`config.mk`:
```
export PLATFORM = sky130hd
export DESIGN_NAME = ase_alarm_status
export DESIGN_NICKNAME = d
export VERILOG_FILES = /design/src/pkg/ase_pkg.sv /design/src/logic/ase_alarm_status.sv /design/src/logic/ase_alarm_classify.sv /design/src/logic/ase_hold_timer.sv
export VERILOG_INCLUDE_DIRS = /design/src /design/src/pkg
export SDC_FILE = /design/constraint.sdc
export NUM_CORES = 1
export LEC_CHECK = 0
export BUFFER_PORTS_ARGS = -buffer_cell sky130_fd_sc_hd__buf_2
export CORE_MARGIN = 4
export CORE_UTILIZATION = 50
export CTS_CLUSTER_SIZE = 12
export DETAILED_ROUTE_END_ITERATION = 6
export HOLD_SLACK_MARGIN = 0.12
export PLACE_DENSITY = 0.86
export SYNTH_ARGS = -nofsm -noshare
export SYNTH_HDL_FRONTEND = slang
export SYNTH_SLANG_ARGS = --single-unit
```
`constraint.sdc`:
```
create_clock -name clk_i -period 2.55 [get_ports clk_i]
set_clock_uncertainty 0.1 [all_clocks]
set_input_delay 0.765 -clock clk_i [delete_from_list [all_inputs] [get_ports clk_i]]
set_output_delay 0.765 -clock clk_i [all_outputs]
set_load 0.01 [all_outputs]
```
`src/pkg/ase_map.svh`:
```
/*
  Constants of the alarm status encoder: register offsets, field positions,
  reset values and timing counts.
  Assumes a 40 MHz system clock and an 8-bit AXI4-Lite byte address.
*/
`ifndef ASE_MAP_SVH
`define ASE_MAP_SVH
// What this block does
// - The servo lamp is lit only while the servo is on, never in stop or power-cut states.
// - The alarm lamp is lit for an active alarm, an emergency stop or a motor power cut.
// - The active-low alarm output is ON from power-up with no alarm and OFF on an alarm.
// - Every alarm is resettable or cold-start level, stops the actuator and drops the servo.
// - A resettable alarm clears on a held reset input or on a software reset.
// - A reset input held for 6 ms or more clears a resettable alarm and restores the alarm output; a cold-start alarm stays.
// - In PIO patterns 0 to 3 the four position outputs carry an alarm group code.
// - Jog and pre-homing position writes give 0010, deceleration command error gives 0011.
// - Unmatched board gives 0100, parameter and position data errors give 0110.
// - Excitation, home sensor and home return timeout errors give 0111.
// - Excess speed gives 1000, supply voltage and overheating alarms give 1001.
// - Deviation, push range and soft limit errors give 1011, servo error gives 1100.
// - Any encoder phase disconnection gives 1101.
// - Processor error gives 1110, nonvolatile memory failures give 1111.

// -----------------------------------------------------------------------
// Register offsets
// -----------------------------------------------------------------------
`define ASE_CTRL_OFS 8'h00
`define ASE_STAT_OFS 8'h04
`define ASE_CODE_OFS 8'h08

// -----------------------------------------------------------------------
// Fields and reset values
// -----------------------------------------------------------------------
`define ASE_PIO_MSB 2
`define ASE_PIO_LSB 0
`define ASE_SWRST_BIT 8
`define ASE_PIO_RST 3'h0
`define ASE_PIO_CODE_MAX 3'h3
`define ASE_ST_ACT 0
`define ASE_ST_COLD 1
`define ASE_ST_GRP_LSB 4
`define ASE_ST_SERVO 8
`define ASE_ST_LAMP 9
`define ASE_ST_OUTN 10
`define ASE_RESP_OKAY 2'b00
`define ASE_RESP_SLVERR 2'b10

// -----------------------------------------------------------------------
// Timing
// -----------------------------------------------------------------------
`define ASE_CLK_NS 25
`define ASE_RES_HOLD_NS 6000000
`define ASE_RES_HOLD_CYC ((`ASE_RES_HOLD_NS + `ASE_CLK_NS - 1) / `ASE_CLK_NS)

`endif

```
`src/pkg/ase_pkg.sv`:
```
/*
  Types of the alarm status encoder.
  Assumes nothing beyond a SystemVerilog compiler.
*/
package ase_pkg;

  // -----------------------------------------------------------------------
  // Alarm states
  // -----------------------------------------------------------------------
  typedef enum logic [2:0] {
    ASE_NORMAL = 3'b001,
    ASE_OPC = 3'b010,
    ASE_COLD = 3'b100
  } ase_state_t;

  // -----------------------------------------------------------------------
  // Alarm event and its class
  // -----------------------------------------------------------------------
  typedef struct packed {
    logic valid;
    logic [11:0] code;
  } ase_alarm_t;

  typedef struct packed {
    logic [3:0] group;
    logic cold;
  } ase_class_t;

endpackage

```
`src/logic/ase_alarm_status.sv`:
```
/*
  Alarm status encoder: lamps, active-low alarm output, alarm levels and
  group code on the position outputs, with an AXI4-Lite register slave.
  Assumes synchronous inputs from the motion logic and the PLC side.
*/
// Added by the designer: the AXI4-Lite register port and the address map.
`include "ase_map.svh"

module ase_alarm_status
  import ase_pkg::*;
#(
  parameter int unsigned RES_HOLD_CYCLES = `ASE_RES_HOLD_CYC
) (
  input wire logic clk_i,
  input wire logic rst_n_i,
  input wire logic [7:0] s_axi_awaddr_i,
  input wire logic s_axi_awvalid_i,
  output logic s_axi_awready_o,
  input wire logic [31:0] s_axi_wdata_i,
  input wire logic [3:0] s_axi_wstrb_i,
  input wire logic s_axi_wvalid_i,
  output logic s_axi_wready_o,
  output logic [1:0] s_axi_bresp_o,
  output logic s_axi_bvalid_o,
  input wire logic s_axi_bready_i,
  input wire logic [7:0] s_axi_araddr_i,
  input wire logic s_axi_arvalid_i,
  output logic s_axi_arready_o,
  output logic [31:0] s_axi_rdata_o,
  output logic [1:0] s_axi_rresp_o,
  output logic s_axi_rvalid_o,
  input wire logic s_axi_rready_i,
  input wire ase_alarm_t alarm_event_i,
  input wire logic servo_on_req_i,
  input wire logic estop_i,
  input wire logic motor_power_ok_i,
  input wire logic actuator_stopped_i,
  input wire logic [3:0] position_done_i,
  input wire logic alarm_reset_in_i,
  output logic servo_enable_o,
  output logic decel_stop_o,
  output logic servo_on_lamp_o,
  output logic alarm_lamp_o,
  output logic alarm_out_n_o,
  output logic code_bit_w8_o,
  output logic code_bit_w4_o,
  output logic code_bit_w2_o,
  output logic code_bit_w1_o
);

  // -----------------------------------------------------------------------
  // Declarations
  // -----------------------------------------------------------------------
  ase_state_t st_reg;
  ase_state_t st_next;
  ase_class_t cls;
  logic [3:0] grp_reg;
  logic [3:0] grp_next;
  logic [11:0] acode_reg;
  logic [11:0] acode_next;
  logic [2:0] pio_reg;
  logic swrst_reg;
  logic hold_done;
  logic servo_reg;
  logic lamp_reg;
  logic outn_reg;
  logic decel_reg;
  logic [3:0] pm_reg;
  logic aw_rdy_reg;
  logic w_rdy_reg;
  logic aw_have_reg;
  logic w_have_reg;
  logic [7:0] aw_addr_reg;
  logic [31:0] w_data_reg;
  logic [3:0] w_strb_reg;
  logic bvalid_reg;
  logic [1:0] bresp_reg;
  logic ar_rdy_reg;
  logic rvalid_reg;
  logic [31:0] rdata_reg;
  logic [1:0] rresp_reg;
  logic [31:0] stat_word;

  // -----------------------------------------------------------------------
  // Alarm classification and reset qualification
  // -----------------------------------------------------------------------
  ase_alarm_classify u_classify (
    .code_i(alarm_event_i.code),
    .cls_o(cls)
  );

  ase_hold_timer #(
    .HOLD_CYCLES(RES_HOLD_CYCLES)
  ) u_hold (
    .clk_i(clk_i),
    .rst_n_i(rst_n_i),
    .level_i(alarm_reset_in_i),
    .done_o(hold_done)
  );

  // -----------------------------------------------------------------------
  // Alarm state machine
  // -----------------------------------------------------------------------
  wire new_alm = alarm_event_i.valid;
  wire clear_req = hold_done | swrst_reg;
  wire alarm_act = (st_reg != ASE_NORMAL);

  always_comb begin
    st_next = st_reg;
    grp_next = grp_reg;
    acode_next = acode_reg;
    case (st_reg)
      ASE_NORMAL: begin
        if (new_alm) begin
          st_next = cls.cold ? ASE_COLD : ASE_OPC;
          grp_next = cls.group;
          acode_next = alarm_event_i.code;
        end
      end
      ASE_OPC: begin
        if (new_alm && cls.cold) begin
          st_next = ASE_COLD;
        end else if (clear_req && !new_alm) begin
          st_next = ASE_NORMAL;
        end
      end
      ASE_COLD: begin
        st_next = ASE_COLD;
      end
      default: begin
        st_next = ASE_NORMAL;
      end
    endcase
  end

  always_ff @(posedge clk_i) begin
    if (!rst_n_i) begin
      st_reg <= ASE_NORMAL;
      grp_reg <= 4'h0;
      acode_reg <= 12'h000;
    end else begin
      st_reg <= st_next;
      grp_reg <= grp_next;
      acode_reg <= acode_next;
    end
  end

  // -----------------------------------------------------------------------
  // Servo, lamps, alarm output and position/code outputs
  // -----------------------------------------------------------------------
  // Servo holds through the deceleration, then drops until the alarm clears
  wire servo_next = servo_on_req_i && !estop_i && motor_power_ok_i &&
                    (!alarm_act || (servo_reg && !actuator_stopped_i));
  wire lamp_next = alarm_act || estop_i || !motor_power_ok_i;
  wire code_sel = alarm_act && (pio_reg <= `ASE_PIO_CODE_MAX);
  wire [3:0] pm_next = code_sel ? grp_reg : position_done_i;

  always_ff @(posedge clk_i) begin
    if (!rst_n_i) begin
      servo_reg <= 1'b0;
      lamp_reg <= 1'b0;
      outn_reg <= 1'b1;
      decel_reg <= 1'b0;
      pm_reg <= 4'h0;
    end else begin
      servo_reg <= servo_next;
      lamp_reg <= lamp_next;
      outn_reg <= !alarm_act;
      decel_reg <= alarm_act;
      pm_reg <= pm_next;
    end
  end

  // -----------------------------------------------------------------------
  // AXI4-Lite write path
  // -----------------------------------------------------------------------
  wire aw_take = s_axi_awvalid_i && aw_rdy_reg;
  wire w_take = s_axi_wvalid_i && w_rdy_reg;
  wire wr_go = aw_have_reg && w_have_reg && !bvalid_reg;
  wire aw_have_next = (aw_have_reg || aw_take) && !wr_go;
  wire w_have_next = (w_have_reg || w_take) && !wr_go;
  wire [7:0] wa = {aw_addr_reg[7:2], 2'b00};
  wire wr_ctrl = wr_go && (wa == `ASE_CTRL_OFS);
  wire wr_ro = (wa == `ASE_STAT_OFS) || (wa == `ASE_CODE_OFS);
  wire wr_hit = (wa == `ASE_CTRL_OFS) || wr_ro;
  wire bvalid_next = wr_go || (bvalid_reg && !s_axi_bready_i);

  always_ff @(posedge clk_i) begin
    if (!rst_n_i) begin
      aw_rdy_reg <= 1'b1;
      w_rdy_reg <= 1'b1;
      aw_have_reg <= 1'b0;
      w_have_reg <= 1'b0;
      aw_addr_reg <= 8'h00;
      w_data_reg <= 32'h0000_0000;
      w_strb_reg <= 4'h0;
      bvalid_reg <= 1'b0;
      bresp_reg <= `ASE_RESP_OKAY;
    end else begin
      aw_rdy_reg <= !aw_have_next;
      w_rdy_reg <= !w_have_next;
      aw_have_reg <= aw_have_next;
      w_have_reg <= w_have_next;
      if (aw_take) begin
        aw_addr_reg <= s_axi_awaddr_i;
      end
      if (w_take) begin
        w_data_reg <= s_axi_wdata_i;
        w_strb_reg <= s_axi_wstrb_i;
      end
      bvalid_reg <= bvalid_next;
      if (wr_go) begin
        bresp_reg <= wr_hit ? `ASE_RESP_OKAY : `ASE_RESP_SLVERR;
      end
    end
  end

  // -----------------------------------------------------------------------
  // Control register
  // -----------------------------------------------------------------------
  always_ff @(posedge clk_i) begin
    if (!rst_n_i) begin
      pio_reg <= `ASE_PIO_RST;
      swrst_reg <= 1'b0;
    end else begin
      if (wr_ctrl && w_strb_reg[0]) begin
        pio_reg <= w_data_reg[`ASE_PIO_MSB:`ASE_PIO_LSB];
      end
      swrst_reg <= wr_ctrl && w_strb_reg[1] && w_data_reg[`ASE_SWRST_BIT];
    end
  end

  // -----------------------------------------------------------------------
  // AXI4-Lite read path
  // -----------------------------------------------------------------------
  always_comb begin
    stat_word = 32'h0000_0000;
    stat_word[`ASE_ST_ACT] = alarm_act;
    stat_word[`ASE_ST_COLD] = (st_reg == ASE_COLD);
    stat_word[`ASE_ST_GRP_LSB +: 4] = grp_reg;
    stat_word[`ASE_ST_SERVO] = servo_reg;
    stat_word[`ASE_ST_LAMP] = lamp_reg;
    stat_word[`ASE_ST_OUTN] = outn_reg;
  end

  wire ar_take = s_axi_arvalid_i && ar_rdy_reg;
  wire [7:0] ra = {s_axi_araddr_i[7:2], 2'b00};
  wire rd_ctrl = (ra == `ASE_CTRL_OFS);
  wire rd_stat = (ra == `ASE_STAT_OFS);
  wire rd_code = (ra == `ASE_CODE_OFS);
  wire [31:0] ctrl_word = {29'h0000_0000, pio_reg};
  wire [31:0] code_word = {20'h0_0000, acode_reg};
  wire [31:0] rd_word = rd_ctrl ? ctrl_word : (rd_stat ? stat_word :
                        (rd_code ? code_word : 32'h0000_0000));
  wire rd_hit = rd_ctrl || rd_stat || rd_code;
  wire rvalid_next = ar_take || (rvalid_reg && !s_axi_rready_i);

  always_ff @(posedge clk_i) begin
    if (!rst_n_i) begin
      ar_rdy_reg <= 1'b1;
      rvalid_reg <= 1'b0;
      rdata_reg <= 32'h0000_0000;
      rresp_reg <= `ASE_RESP_OKAY;
    end else begin
      ar_rdy_reg <= !rvalid_next;
      rvalid_reg <= rvalid_next;
      if (ar_take) begin
        rdata_reg <= rd_word;
        rresp_reg <= rd_hit ? `ASE_RESP_OKAY : `ASE_RESP_SLVERR;
      end
    end
  end

  // -----------------------------------------------------------------------
  // Outputs
  // -----------------------------------------------------------------------
  assign s_axi_awready_o = aw_rdy_reg;
  assign s_axi_wready_o = w_rdy_reg;
  assign s_axi_bvalid_o = bvalid_reg;
  assign s_axi_bresp_o = bresp_reg;
  assign s_axi_arready_o = ar_rdy_reg;
  assign s_axi_rvalid_o = rvalid_reg;
  assign s_axi_rdata_o = rdata_reg;
  assign s_axi_rresp_o = rresp_reg;
  assign servo_enable_o = servo_reg;
  assign servo_on_lamp_o = servo_reg;
  assign decel_stop_o = decel_reg;
  assign alarm_lamp_o = lamp_reg;
  assign alarm_out_n_o = outn_reg;
  assign code_bit_w8_o = pm_reg[3];
  assign code_bit_w4_o = pm_reg[2];
  assign code_bit_w2_o = pm_reg[1];
  assign code_bit_w1_o = pm_reg[0];
endmodule

```
`src/logic/ase_alarm_classify.sv`:
```
/*
  Maps a twelve-bit alarm code to its four-bit group code and level.
  Assumes codes arrive as the three hex digits of the alarm number.
*/
module ase_alarm_classify
  import ase_pkg::*;
(
  input wire logic [11:0] code_i,
  output ase_class_t cls_o
);

  // -----------------------------------------------------------------------
  // Group code lookup
  // -----------------------------------------------------------------------
  function automatic logic [3:0] group_of(input logic [11:0] c);
    case (c)
      12'h092, 12'h093: group_of = 4'h2;
      12'h0a7: group_of = 4'h3;
      12'h0f4: group_of = 4'h4;
      12'h0a1, 12'h0a2: group_of = 4'h6;
      12'h0b8, 12'h0ba, 12'h0be: group_of = 4'h7;
      12'h0c0: group_of = 4'h8;
      12'h0c9, 12'h0ca, 12'h0cc, 12'h0ce: group_of = 4'h9;
      12'h0d8, 12'h0dc, 12'h0d9: group_of = 4'hb;
      12'h0c1: group_of = 4'hc;
      12'h0e8, 12'h0e9, 12'h0ea: group_of = 4'hd;
      12'h0fa: group_of = 4'he;
      12'h0f5, 12'h0f6, 12'h0f8: group_of = 4'hf;
      default: group_of = 4'h0;
    endcase
  endfunction

  // Board, encoder, processor and memory faults need a power cycle
  wire cold_w = (code_i[11:4] >= 8'h0e);

  assign cls_o.group = group_of(code_i);
  assign cls_o.cold = cold_w;

endmodule

```
`src/logic/ase_hold_timer.sv`:
```
/*
  Qualifies the alarm reset input: one pulse once it has been high for
  HOLD_CYCLES consecutive clocks. Assumes a synchronous input.
*/
`include "ase_map.svh"

module ase_hold_timer #(
  parameter int unsigned HOLD_CYCLES = `ASE_RES_HOLD_CYC
) (
  input wire logic clk_i,
  input wire logic rst_n_i,
  input wire logic level_i,
  output logic done_o
);

  localparam int CW = $clog2(HOLD_CYCLES + 1);

  logic [CW-1:0] cnt_reg;
  logic [CW-1:0] cnt_next;
  logic done_reg;

  // -----------------------------------------------------------------------
  // Hold counter, saturates so the pulse fires once per assertion
  // -----------------------------------------------------------------------
  wire at_end = (cnt_reg == CW'(HOLD_CYCLES));
  wire last = (cnt_reg == CW'(HOLD_CYCLES - 1));

  assign cnt_next = !level_i ? '0 : (at_end ? cnt_reg : cnt_reg + 1'b1);

  always_ff @(posedge clk_i) begin
    if (!rst_n_i) begin
      cnt_reg <= '0;
      done_reg <= 1'b0;
    end else begin
      cnt_reg <= cnt_next;
      done_reg <= level_i && last;
    end
  end

  assign done_o = done_reg;
endmodule

```
### Yosys cells after proc, flatten, opt, wreduce, memory -nomap -nowiden

Cells that the tools add are included.

* add/sub/neg operators: 1
* $lt $le $gt $ge: 2
* eq/ne operators: 37
* mux-type cells: 12
* bitwise operators: 1
* reductions and logical operators: 56

Operators with widths (number)
* 12-bit by 8-bit equality test with 1-bit output (second input constant): 25
* 4-bit one-hot mux with 12 select lines: 1
* 18-bit equality test (second input constant): 2
* 12-bit 2-to-1 mux: 3
* 1-bit logical AND: 21
* 18-bit by 1-bit adder with 18-bit output (second input constant): 1
* 8-bit logical NOT: 2
* 6-bit by 1-bit equality test with 1-bit output (second input constant): 2
* 6-bit by 2-bit equality test with 1-bit output (second input constant): 2
* 1-bit logical NOT: 12
* 3-bit 2-to-1 mux: 4
* 3-bit OR reduction: 4
* 1-bit logical OR: 11
* 3-bit one-hot mux with 3 select lines: 1
* 8-bit by 4-bit greater-or-equal comparator with 1-bit output (second input constant): 1
* 2-bit AND reduction: 3
* 2-bit 2-to-1 mux: 2
* 4-bit 2-to-1 mux: 1
* 2-bit OR reduction: 2
* 4-bit OR reduction: 1
* 3-bit by 1-bit equality test with 1-bit output (second input constant): 1
* 3-bit by 2-bit equality test with 1-bit output (second input constant): 1
* 3-bit equality test (second input constant): 1
* 3-bit by 2-bit less-or-equal comparator with 1-bit output (second input constant): 1
* other kinds (4): 4

* flip-flop bits (word level): 112
* output and inout bits: 50

### Depth between registers and ports, before layout

Gate-level depths: netlist (run 1).

* depth after elaboration: 5
* depth in mapped cells: 7
* depth with buffers taken out: 7

### Modules after synthesis

From an unflattened synthesis (run 1), not the netlist that was laid out.

* cells, all modules: 491
* area, all modules: 4071.4 µm²

Modules (own cells, without submodules)
* ase_alarm_status: times used 1, cells each 313, area each 2671.3 µm²
* ase_hold_timer: times used 1, cells each 102, area each 919.6 µm²
* ase_alarm_classify: times used 1, cells each 76, area each 480.5 µm²

### Least setup slack after synthesis (run 1)

OpenSTA, ideal clock, no wires.

* kind: input port to flip-flop
* start: in s_axi_araddr_i[7]
* end: reg rdata_reg[10], in the netlist s_axi_rdata_o[10]
* setup time: 0.069 ns
* data arrival time: 1.931 ns
* setup slack: 0.450 ns
* stages: 4
* cells stage by stage: or4_4 nor3b_4 a22oi_1 o21ai_2

* longest elaborated chain between the ends: 4
* elaborated cells on any way between the ends: 6
* those cells by class: 2 x eq/ne; 3 x mux; 1 x reduce/logical

Ends and longest elaborated chain
* start: declaration: RTL line ase_alarm_status.sv:26 `input wire logic [7:0] s_axi_araddr_i,`
* 6-bit by 2-bit equality test with 1-bit output (no source line)
* 12-bit 2-to-1 mux: RTL line ase_alarm_status.sv:254 `(rd_code ? code_word : 32'h0000_0000));`
* 12-bit 2-to-1 mux: RTL line ase_alarm_status.sv:253 `wire [31:0] rd_word = rd_ctrl ? ctrl_word : (rd_stat ? stat_word :`
* 12-bit 2-to-1 mux *: RTL line ase_alarm_status.sv:253
* end signal: assignment: RTL line ase_alarm_status.sv:268 `rdata_reg <= rd_word;`
* end: declaration: RTL line ase_alarm_status.sv:80 `logic [31:0] rdata_reg;`

Mark *: on every way between the ends. The rest lies on a longest branch, timed or not.
A chain may end at the register's enable or synchronous reset.

### Worst setup path after layout (run 1)

* start: in s_axi_araddr_i[7]
* end: reg rdata_reg[8], in the netlist s_axi_rdata_o[8]

The elaborated chain is that of the path after synthesis.

==> results of run 1 <==
[stage by stage]
step	power (mW)	setup WS, ns
3_5_place_dp	1.72	0.161
5_1_grt	2.84	0.406
6_report	2.71	0.529
3_3_place_gp	1.71	0.212
4_1_cts	2.74	0.525
2_1_floorplan	1.63	0.450
[placed cells by master (no fill, tap or decap), drive strengths merged, types with 6 or more instances in the layout]
| master | count |
|---|---|
| a21boi | 37 |
| a21oi | 13 |
| a22oi | 7 |
| a31oi | 7 |
| buf | 79 |
| clkbuf | 10 |
| conb | 22 |
| dfxtp | 83 |
| inv | 7 |
| nand2 | 71 |
| nand2b | 8 |
| nand3 | 31 |
| nand4 | 6 |
| nor2 | 29 |
| nor2b | 11 |
| nor3b | 6 |
| o21ai | 26 |
| xor2 | 13 |
[area by class of cell]
type	count	area [um2]
multi-input cells	342	2020
repair buffers	79	420
flip-flops and latches	83	1660
fillers	658	2940
clock buffers	10	138
inverters	7	26.3
clock inverters	5	77.6
well taps	99	124
[where the power goes]
part	switching [mW]	internal (mW)
Clock	0.450	0.569
Combinational	0.182	0.119
Sequential	0.0391	1.35
[per-layer routing]
| metal | vias up | track usage (%) | wire length, um | share of wire, % |
|---|---|---|---|---|
| met5 | - | 0 | 0 | 0 |
| met4 | 0 | 7.23 | 127 | 1.5 |
| met1 | 1572 | 22.6 | 3620 | 43 |
| li1 | 1664 | - | - | - |
| met2 | 111 | 30.9 | 4020 | 48 |
| met3 | 10 | 4.46 | 574 | 6.9 |
[cells in the mapped netlist, drive strengths merged]
cell,n
nand4,6
and2,5
conb,1
and3,5
nand2b,8
buf,28
and4,1
a211oi,1
a21boi,37
a2111oi,1
nor2b,11
o22ai,2
nor3,5
nand3,31
ha,2
a221oi,3
o21a,2
xnor2,5
clkbuf,13
nand4b,3
a21oi,13
nor2,29
o21ai,26
nor4,3
xor2,13
nor3b,6
dfxtp,83
or3,2
or4b,1
a22oi,7
nand2,71
and4b,1
a31oi,7
a41oi,1
inv,7
or2,2
nand3b,2
nor4b,4
or4,3
mux2i,1
[cell families (layout without fill, tap and decap cells)]
group,Yosys count,in the layout,share of synthesized area [%]
DFF,83,83,42.8
muxes,1,1,0.258
AOI/OAI and AO/OA,100,100,18.0
xor gates and xnor gates,18,18,4.06
other,1,22,0.0966
adders and majority gates,2,2,0.644
buffers and inverters,48,101,7.25
and+or+nand+nor,199,199,26.9
[worst max-delay path: cells and delay by family]
kind                   cells  cell delay (ns)
AND/OR/NAND/NOR            2             1.03
buffers and inverters      1             0.09
AO/OA/AOI/OAI              2             0.32
[path summary, 6_finish.rpt]
path,cells past startpoint,endpoint,slack [ns],startpoint
worst min register to register,2,acode_reg[8],0.36,acode_reg[8]
worst max register to register,6,u_hold.cnt_reg[14],0.67,u_hold.cnt_reg[1]
worst min-delay path,2,acode_reg[8],0.36,acode_reg[8]
worst max-delay path,5,s_axi_rdata_o[8],0.53,s_axi_araddr_i[7]
==> results.toml, run 1 <==
[run_status]
status = "completed"

[route]
route.vias.total = 3357
drt_wl_total_mm = 8.35
wl_per_cell_um = 13.4
drc = 0
drt.antenna.violating_nets = 0
viasPerCell = 5.37
drtIter0Drc = 275
dr.pass1.iters = 5

[sta]
worst_pin_slew_ns = 0.587
rsz0062_at_grt = "false"
fin_crit_ns = 2.02
setup_violations = 0
final_hold_viol_count = 0
fin_crit_sh_pct = 79.3
finalMaxSlewViolations = 0
fin_setup_tns_ns = 0
holdWs_ns = 0.364
slew_headroom_pct = 60.6
fmax_ghz = 0.495

[layout]
largest_register_ffs = 18
design_area_mm2 = 0.00447
syn_to_final_growth_pct = 15.0
stdcell_count = 625
antenna_cells = 0
fin_nets = 605
post-route-util_pct = 60.3
drive_gt1_share_pct = 22.2

[worst_setup_path]
cp_cell_sequence = "buf_2 -> or4_4 -> nor3b_4 -> a22oi_1 -> o21ai_2"
cp.arrival_ns = 2.21
max_stage_delay_ns = 0.58
cp_max_fo = 9
crit_type = "input port to flop"
required_ns = 2.74
cpMaxStageDelayCell = "or4_4"
end_kind = "flop"
cp-start-kind = "input port"

[global_route]
grt_max_degree = 31
antenna_found_initial = 0
grt.total_usage_pct = 18.4
grt_pass1_vias = 3039
grt_pass1_wl_mm = 13.5
grt_overflow = 0

[placed_design]
dpl.cell_count = 610
placed_cell_area_mm2 = 0.00425
gp_congestion = 0.874
place_hpwl_mm = 6.18
portBuffers = 74

[logic_synthesis]
synth-seq-cells = 83
syn_inst = 452
syn_area_mm2 = 0.00388
synth_top_area_cell = "dfxtp_1"
yosysWarnings = 0
synth_area_leaders = "dfxtp_1 (43%), nand2_1 (6.9%), a21boi_0 (6.0%), buf_4 (4.6%), nand3_1 (3.7%)"
seq_area_frac_synth_pct = 42.8
synth.top_cell.area_share_pct = 42.8
synth.avg_cell_area_um2 = 8.59
synth_cell_types = 55

[floorplanning]
row_count = 31
start_util_pct = 52.4
core_area_mm2 = 0.00741
die-width_um = 96.1
pin_count = 131
die-height_um = 96.1
die_area_mm2 = 0.00924

[pwr]
leakage_nw = 1.74
ir_drop_v = 0.000320
power.density_mw_per_mm2 = 608

[clock_network]
clk_pin_slew_worst_paths_ns = 0.08
cts_resized = 0
cts_tree = "built"
clockBufferDepth = 2
holdBufCountCts = 0
htreeDepth = 3
cts_sinks = 83
numCtsBuffers = 9
ctsRootBufferMaster = "clkbuf_8"
post_cts_buffers = 0
insertion_delay_ns = 0.35

[flow_run]
drv_cap = 0

[worst_hold_path]
hold_path_class = "flop to flop"
No activity file was read; power rests on OpenSTA's default activity.
==> inputs of run 2 (changes only) <==
==> constraint.sdc (replaced) <==
create_clock -name clk_i -period 1.93 [get_ports clk_i]
set_clock_uncertainty 0.1 [all_clocks]
set_input_delay 0.579 -clock clk_i [delete_from_list [all_inputs] [get_ports clk_i]]
set_output_delay 0.579 -clock clk_i [all_outputs]
set_load 0.01 [all_outputs]
==> run 2 against run 1 <==
Against the previous run: sequential share of layout area down 0.72 points; worst setup slack worse by 0.33 ns; largest cell class unchanged; critical endpoint is now grp_reg[1]; power increased by 26%; cell area grew 2.0%.
==> results.toml, run 2 (synthesis results as in run 1) <==
[run_status]
status = "completed"

[global_route]
grt_pass1_vias = 3007
grt.total_usage_pct = 18.1
grt_max_degree = 27
antenna_found_initial = 0
grt_pass1_wl_mm = 13.2
grt_overflow = 0

[layout]
regArea_mm2 = 0.00166
largest_register_ffs = 18
drive_gt1_share_pct = 24.4
antenna_cells = 0
multiInputGateArea_mm2 = 0.00202
syn_to_final_growth_pct = 17.3
mostFrequentLayoutCell = "dfxtp_1"
stdcell_count = 641
final_cell_mix = "dfxtp_1 (83), buf_2 (74), nand2_1 (71)"
fin_nets = 621
fillerInstances = 641

[floorplanning]
pin_count = 131
core_area_mm2 = 0.00741
die-width_um = 96.1
row_count = 31
die-height_um = 96.1
die_area_mm2 = 0.00924
start_util_pct = 52.4

[route]
dr.pass1.iters = 4
viasPerCell = 5.20
drtIter0Drc = 313
drt.antenna.violating_nets = 0
drc = 0
wl_per_cell_um = 12.7
drt_wl_total_mm = 8.13
route.vias.total = 3331

[placed_design]
dp_slack_ns = -0.135
gp_congestion = 0.878
portBuffers = 74
dpl.cell_count = 626
place_hpwl_mm = 6.17

[clock_network]
numCtsBuffers = 9
clockBufferDepth = 2
cts_resized = 0
cts_sinks = 83
post_cts_buffers = 0
insertion_delay_ns = 0.35
holdBufCountCts = 0
clk_pin_slew_worst_paths_ns = 0.08
htreeDepth = 3
ctsRootBufferMaster = "clkbuf_8"
cts_tree = "built"

[worst_setup_path]
crit_buf_inv = 1
crit_family = "compound AO/OA/AOI/OAI gates"
max_stage_delay_ns = 0.55
end_kind = "flop"
critPathCapture = "grp_reg[1]"
cpMaxStageDelayCell = "or4b_1"
required_ns = 2.11
crit-reg2reg-launch = "aw_addr_reg[7]"
regToRegEndpoint = "pio_reg[0]"
cp-startpoint = "alarm_event_i[2]"
cp_max_fo = 2
cp-start-kind = "input port"
reg2reg_slack_ns = 0.26
crit_type = "input port to flop"
cp_cell_sequence = "buf_2 -> or4b_1 -> a2111oi_2 -> a31oi_1 -> a31oi_1"
reg2regPathDepth = 6
cpMostUsedCell = "a31oi_1"
cp.arrival_ns = 1.90
cp.depth = 5

[pwr]
power.density_mw_per_mm2 = 750
leakage_nw = 1.80
ir_drop_v = 0.000364

[worst_hold_path]
hold_path_class = "flop to flop"

[sta]
fin_crit_ns = 1.73
fin_ws_ns = 0.203
fmax_ghz = 0.579
rsz0062_at_grt = "false"
fin_crit_sh_pct = 89.5
fin_setup_tns_ns = 0
final_hold_viol_count = 0
finalMaxSlewViolations = 0
holdWs_ns = 0.359
setup_violations = 0

[flow_run]
drv_cap = 0
-- run 2: final cells by class --
cell class / instances / share of cell area (%)
Sequential cell: 83 / 36.5
Tap cell: 99 / 2.72
Timing Repair Buffer: 95 / 11.9
Clock buffer: 10 / 2.80
Clock inverter: 5 / 1.21
Multi-Input combinational cell: 342 / 44.3
Inverter: 7 / 0.577
-- run 2: power breakdown --
part | switching [mW] | internal [mW] | total (mW)
Clock | 0.578 | 0.586 | 1.16
Combinational | 0.242 | 0.170 | 0.413
Sequential | 0.0506 | 1.79 | 1.84
Total | 0.871 | 2.55 | 3.42
-- run 2: worst min-delay path, stage by stage, from the launching register on --
cell,delay (ns)
dfxtp_1,0.33
nand2_1,0.06
o21ai_2,0.04
-- run 2: worst min path at each step --
stage	from	endpoint	slack, ns	depth (start not counted)
2_1_floorplan	pio_reg[1]	pio_reg[1]	0.34	2
3_3_place_gp	s_axi_rdata_o[10]	s_axi_rdata_o[10]	0.34	2
3_5_place_dp	s_axi_rdata_o[5]	s_axi_rdata_o[5]	0.34	2
4_1_cts	servo_on_req_i	servo_enable_o	0.35	3
5_1_grt	servo_on_req_i	servo_enable_o	0.37	3
6_report	s_axi_rdata_o[9]	s_axi_rdata_o[9]	0.36	2
-- run 2: per-layer routing --
layer	track usage [%]	up-vias	part of all wire (%)
met4	8.65	0	2.0
met3	3.28	13	7.1
li1	-	1693	-
met2	30.8	122	48
met1	22.0	1503	43
met5	0	-	0
-- run 2: per-stage QoR --
stage	area, um2	total power [mW]	util [%]
3_3_place_gp	4370	2.27	59.0
2_1_floorplan	3960	2.16	-
6_report	4550	3.42	61.5
5_1_grt	4550	3.58	61.5
4_1_cts	4550	3.45	61.5
3_5_place_dp	4370	2.29	59.0
==> inputs of run 3 (changes only) <==
--- a/config.mk
+++ b/config.mk
@@ -7,12 +7,14 @@
 export NUM_CORES = 1
 export LEC_CHECK = 0
 export BUFFER_PORTS_ARGS = -buffer_cell sky130_fd_sc_hd__buf_2
+export CORE_ASPECT_RATIO = 0.75
 export CORE_MARGIN = 4
 export CORE_UTILIZATION = 50
 export CTS_CLUSTER_SIZE = 12
 export DETAILED_ROUTE_END_ITERATION = 6
 export HOLD_SLACK_MARGIN = 0.12
 export PLACE_DENSITY = 0.86
+export SLEW_MARGIN = 0
 export SYNTH_ARGS = -nofsm -noshare
 export SYNTH_HDL_FRONTEND = slang
 export SYNTH_SLANG_ARGS = --single-unit
==> run 3 against run 2 <==
Against the previous run: hold slack worse by 0.00063 ns; largest cell class unchanged; critical path type unchanged; sequential power about the same; clock power up 22%.
==> results.toml, run 3 (synthesis results as in run 1) <==
[layout]
syn_to_final_growth_pct = 19.4
fin_nets = 625
largest_register_ffs = 18
final_cell_mix = "dfxtp_1 (83), buf_2 (74), nand2_1 (71)"
post-route-util_pct = 62.4
stdcell_count = 648
fillerInstances = 627
drive_gt1_share_pct = 25.2
antenna_cells = 0
mostFrequentLayoutCell = "dfxtp_1"

[worst_setup_path]
cpMaxStageDelayCell = "or4_4"
cp_max_fo = 12
end_kind = "flop"
cp.arrival_ns = 1.97
cp_cell_sequence = "buf_2 -> or4_4 -> nor3b_2 -> buf_4 -> a221oi_1 -> nor3b_1"
required_ns = 2.10
cp-start-kind = "input port"
crit_type = "input port to flop"
max_stage_delay_ns = 0.58

[sta]
finalMaxSlewViolations = 0
fmax_ghz = 0.555
setup_violations = 0
final_hold_viol_count = 0
fin_crit_sh_pct = 93.3
rsz0062_at_grt = "false"
fin_setup_tns_ns = 0
fin_crit_ns = 1.80
fin_ws_ns = 0.130

[run_status]
status = "completed"

[clock_network]
insertion_delay_ns = 0.34
htreeDepth = 3
post_cts_buffers = 0
cts_resized = 0
holdBufCountCts = 0
clockBufferDepth = 2
clk_pin_slew_worst_paths_ns = 0.08
cts_tree = "built"
cts_sinks = 83
ctsRootBufferMaster = "clkbuf_8"
numCtsBuffers = 9

[floorplanning]
die_area_mm2 = 0.00925
pin_count = 131
core_area_mm2 = 0.00743
die-width_um = 110
die-height_um = 84.3
row_count = 27
start_util_pct = 52.2

[global_route]
grt_overflow = 0
grt_pass1_wl_mm = 14.7
grt_pass1_vias = 3234
grt.total_usage_pct = 19.7
antenna_found_initial = 0
grt_max_degree = 19

[pwr]
leakage_nw = 1.84
sequentialPowerShare_pct = 50.0
p_sw_mw = 0.941
p_int_mw = 2.75
combPwrFrac_pct = 11.7
clkPwrFrac_pct = 38.3
ir_drop_v = 0.000418
power.density_mw_per_mm2 = 796
switching_share_pct = 25.5
power_mw = 3.69

[route]
route.vias.total = 3476
drt.antenna.violating_nets = 0
drt_wl_total_mm = 9.10
viasPerCell = 5.36
drtIter0Drc = 241
wl_per_cell_um = 14.0
dr.pass1.iters = 6
drc = 0

[placed_design]
dpl.cell_count = 632
gp_congestion = 0.842
dp_slack_ns = -0.201
portBuffers = 74
place_hpwl_mm = 6.79

[worst_hold_path]
hold_path_class = "flop to flop"

[flow_run]
drv_cap = 0
-- run 3: cell types whose count changed in the layout (fill, tap and decap cells not counted), sizes merged --
cell | before | now
inv | 7 | 9
clkinv | 2 | 1
clkinvlp | 2 | 1
buf | 95 | 99
bufinv | 1 | 2
-- run 3: per-layer routing --
layer	track usage, %	vias up	share of wire (%)
li1	-	1704	-
met1	25.6	1603	43
met2	32.6	149	47
met3	4.53	20	8.9
met4	5.55	0	1.5
met5	0	-	0
-- run 3: cell type report --
cell class	instances	area (um2)	area share [%]
inverter	7	26.3	0.567
tap	101	126	2.73
clock buffer	10	138	2.97
timing repair buffer	99	571	12.3
sequential	83	1660	35.8
multi-input combinational	342	2020	43.5
clock inverter	6	96.3	2.08
-- run 3: metrics by stage --
step / hold WS [ns] / instance area [um2]
3_3_place_gp: 0.334 / 4400
2_1_floorplan: 0.335 / 3960
5_1_grt: 0.369 / 4640
6_report: 0.359 / 4640
4_1_cts: 0.365 / 4640
3_5_place_dp: 0.345 / 4400
-- run 3: power by group through the flow --
stage / logic, mW / registers [mW] / clock network (mW)
3_5_place_dp: 0.424 / 1.88 / 0
4_1_cts: 0.428 / 1.84 / 1.45
2_1_floorplan: 0.273 / 1.88 / 0
3_3_place_gp: 0.409 / 1.88 / 0
6_report: 0.432 / 1.84 / 1.41
5_1_grt: 0.481 / 1.85 / 1.53
-- run 3: final timing paths --
path | start | end | slack (ns) | depth (start not counted)
worst min register to register | s_axi_rdata_o[7] | s_axi_rdata_o[7] | 0.36 | 2
worst min-delay path | s_axi_rdata_o[7] | s_axi_rdata_o[7] | 0.36 | 2
worst max-delay path | s_axi_araddr_i[7] | s_axi_rdata_o[2] | 0.13 | 6
worst max register to register | u_hold.cnt_reg[2] | u_hold.cnt_reg[17] | 0.22 | 5
-- run 3: worst max-delay path: cells and delay by family --
kind                   cells  cell delay [ns]
and+or+nand+nor            3             0.96
buffers and inverters      2             0.34
AOI/OAI and AO/OA          1             0.10
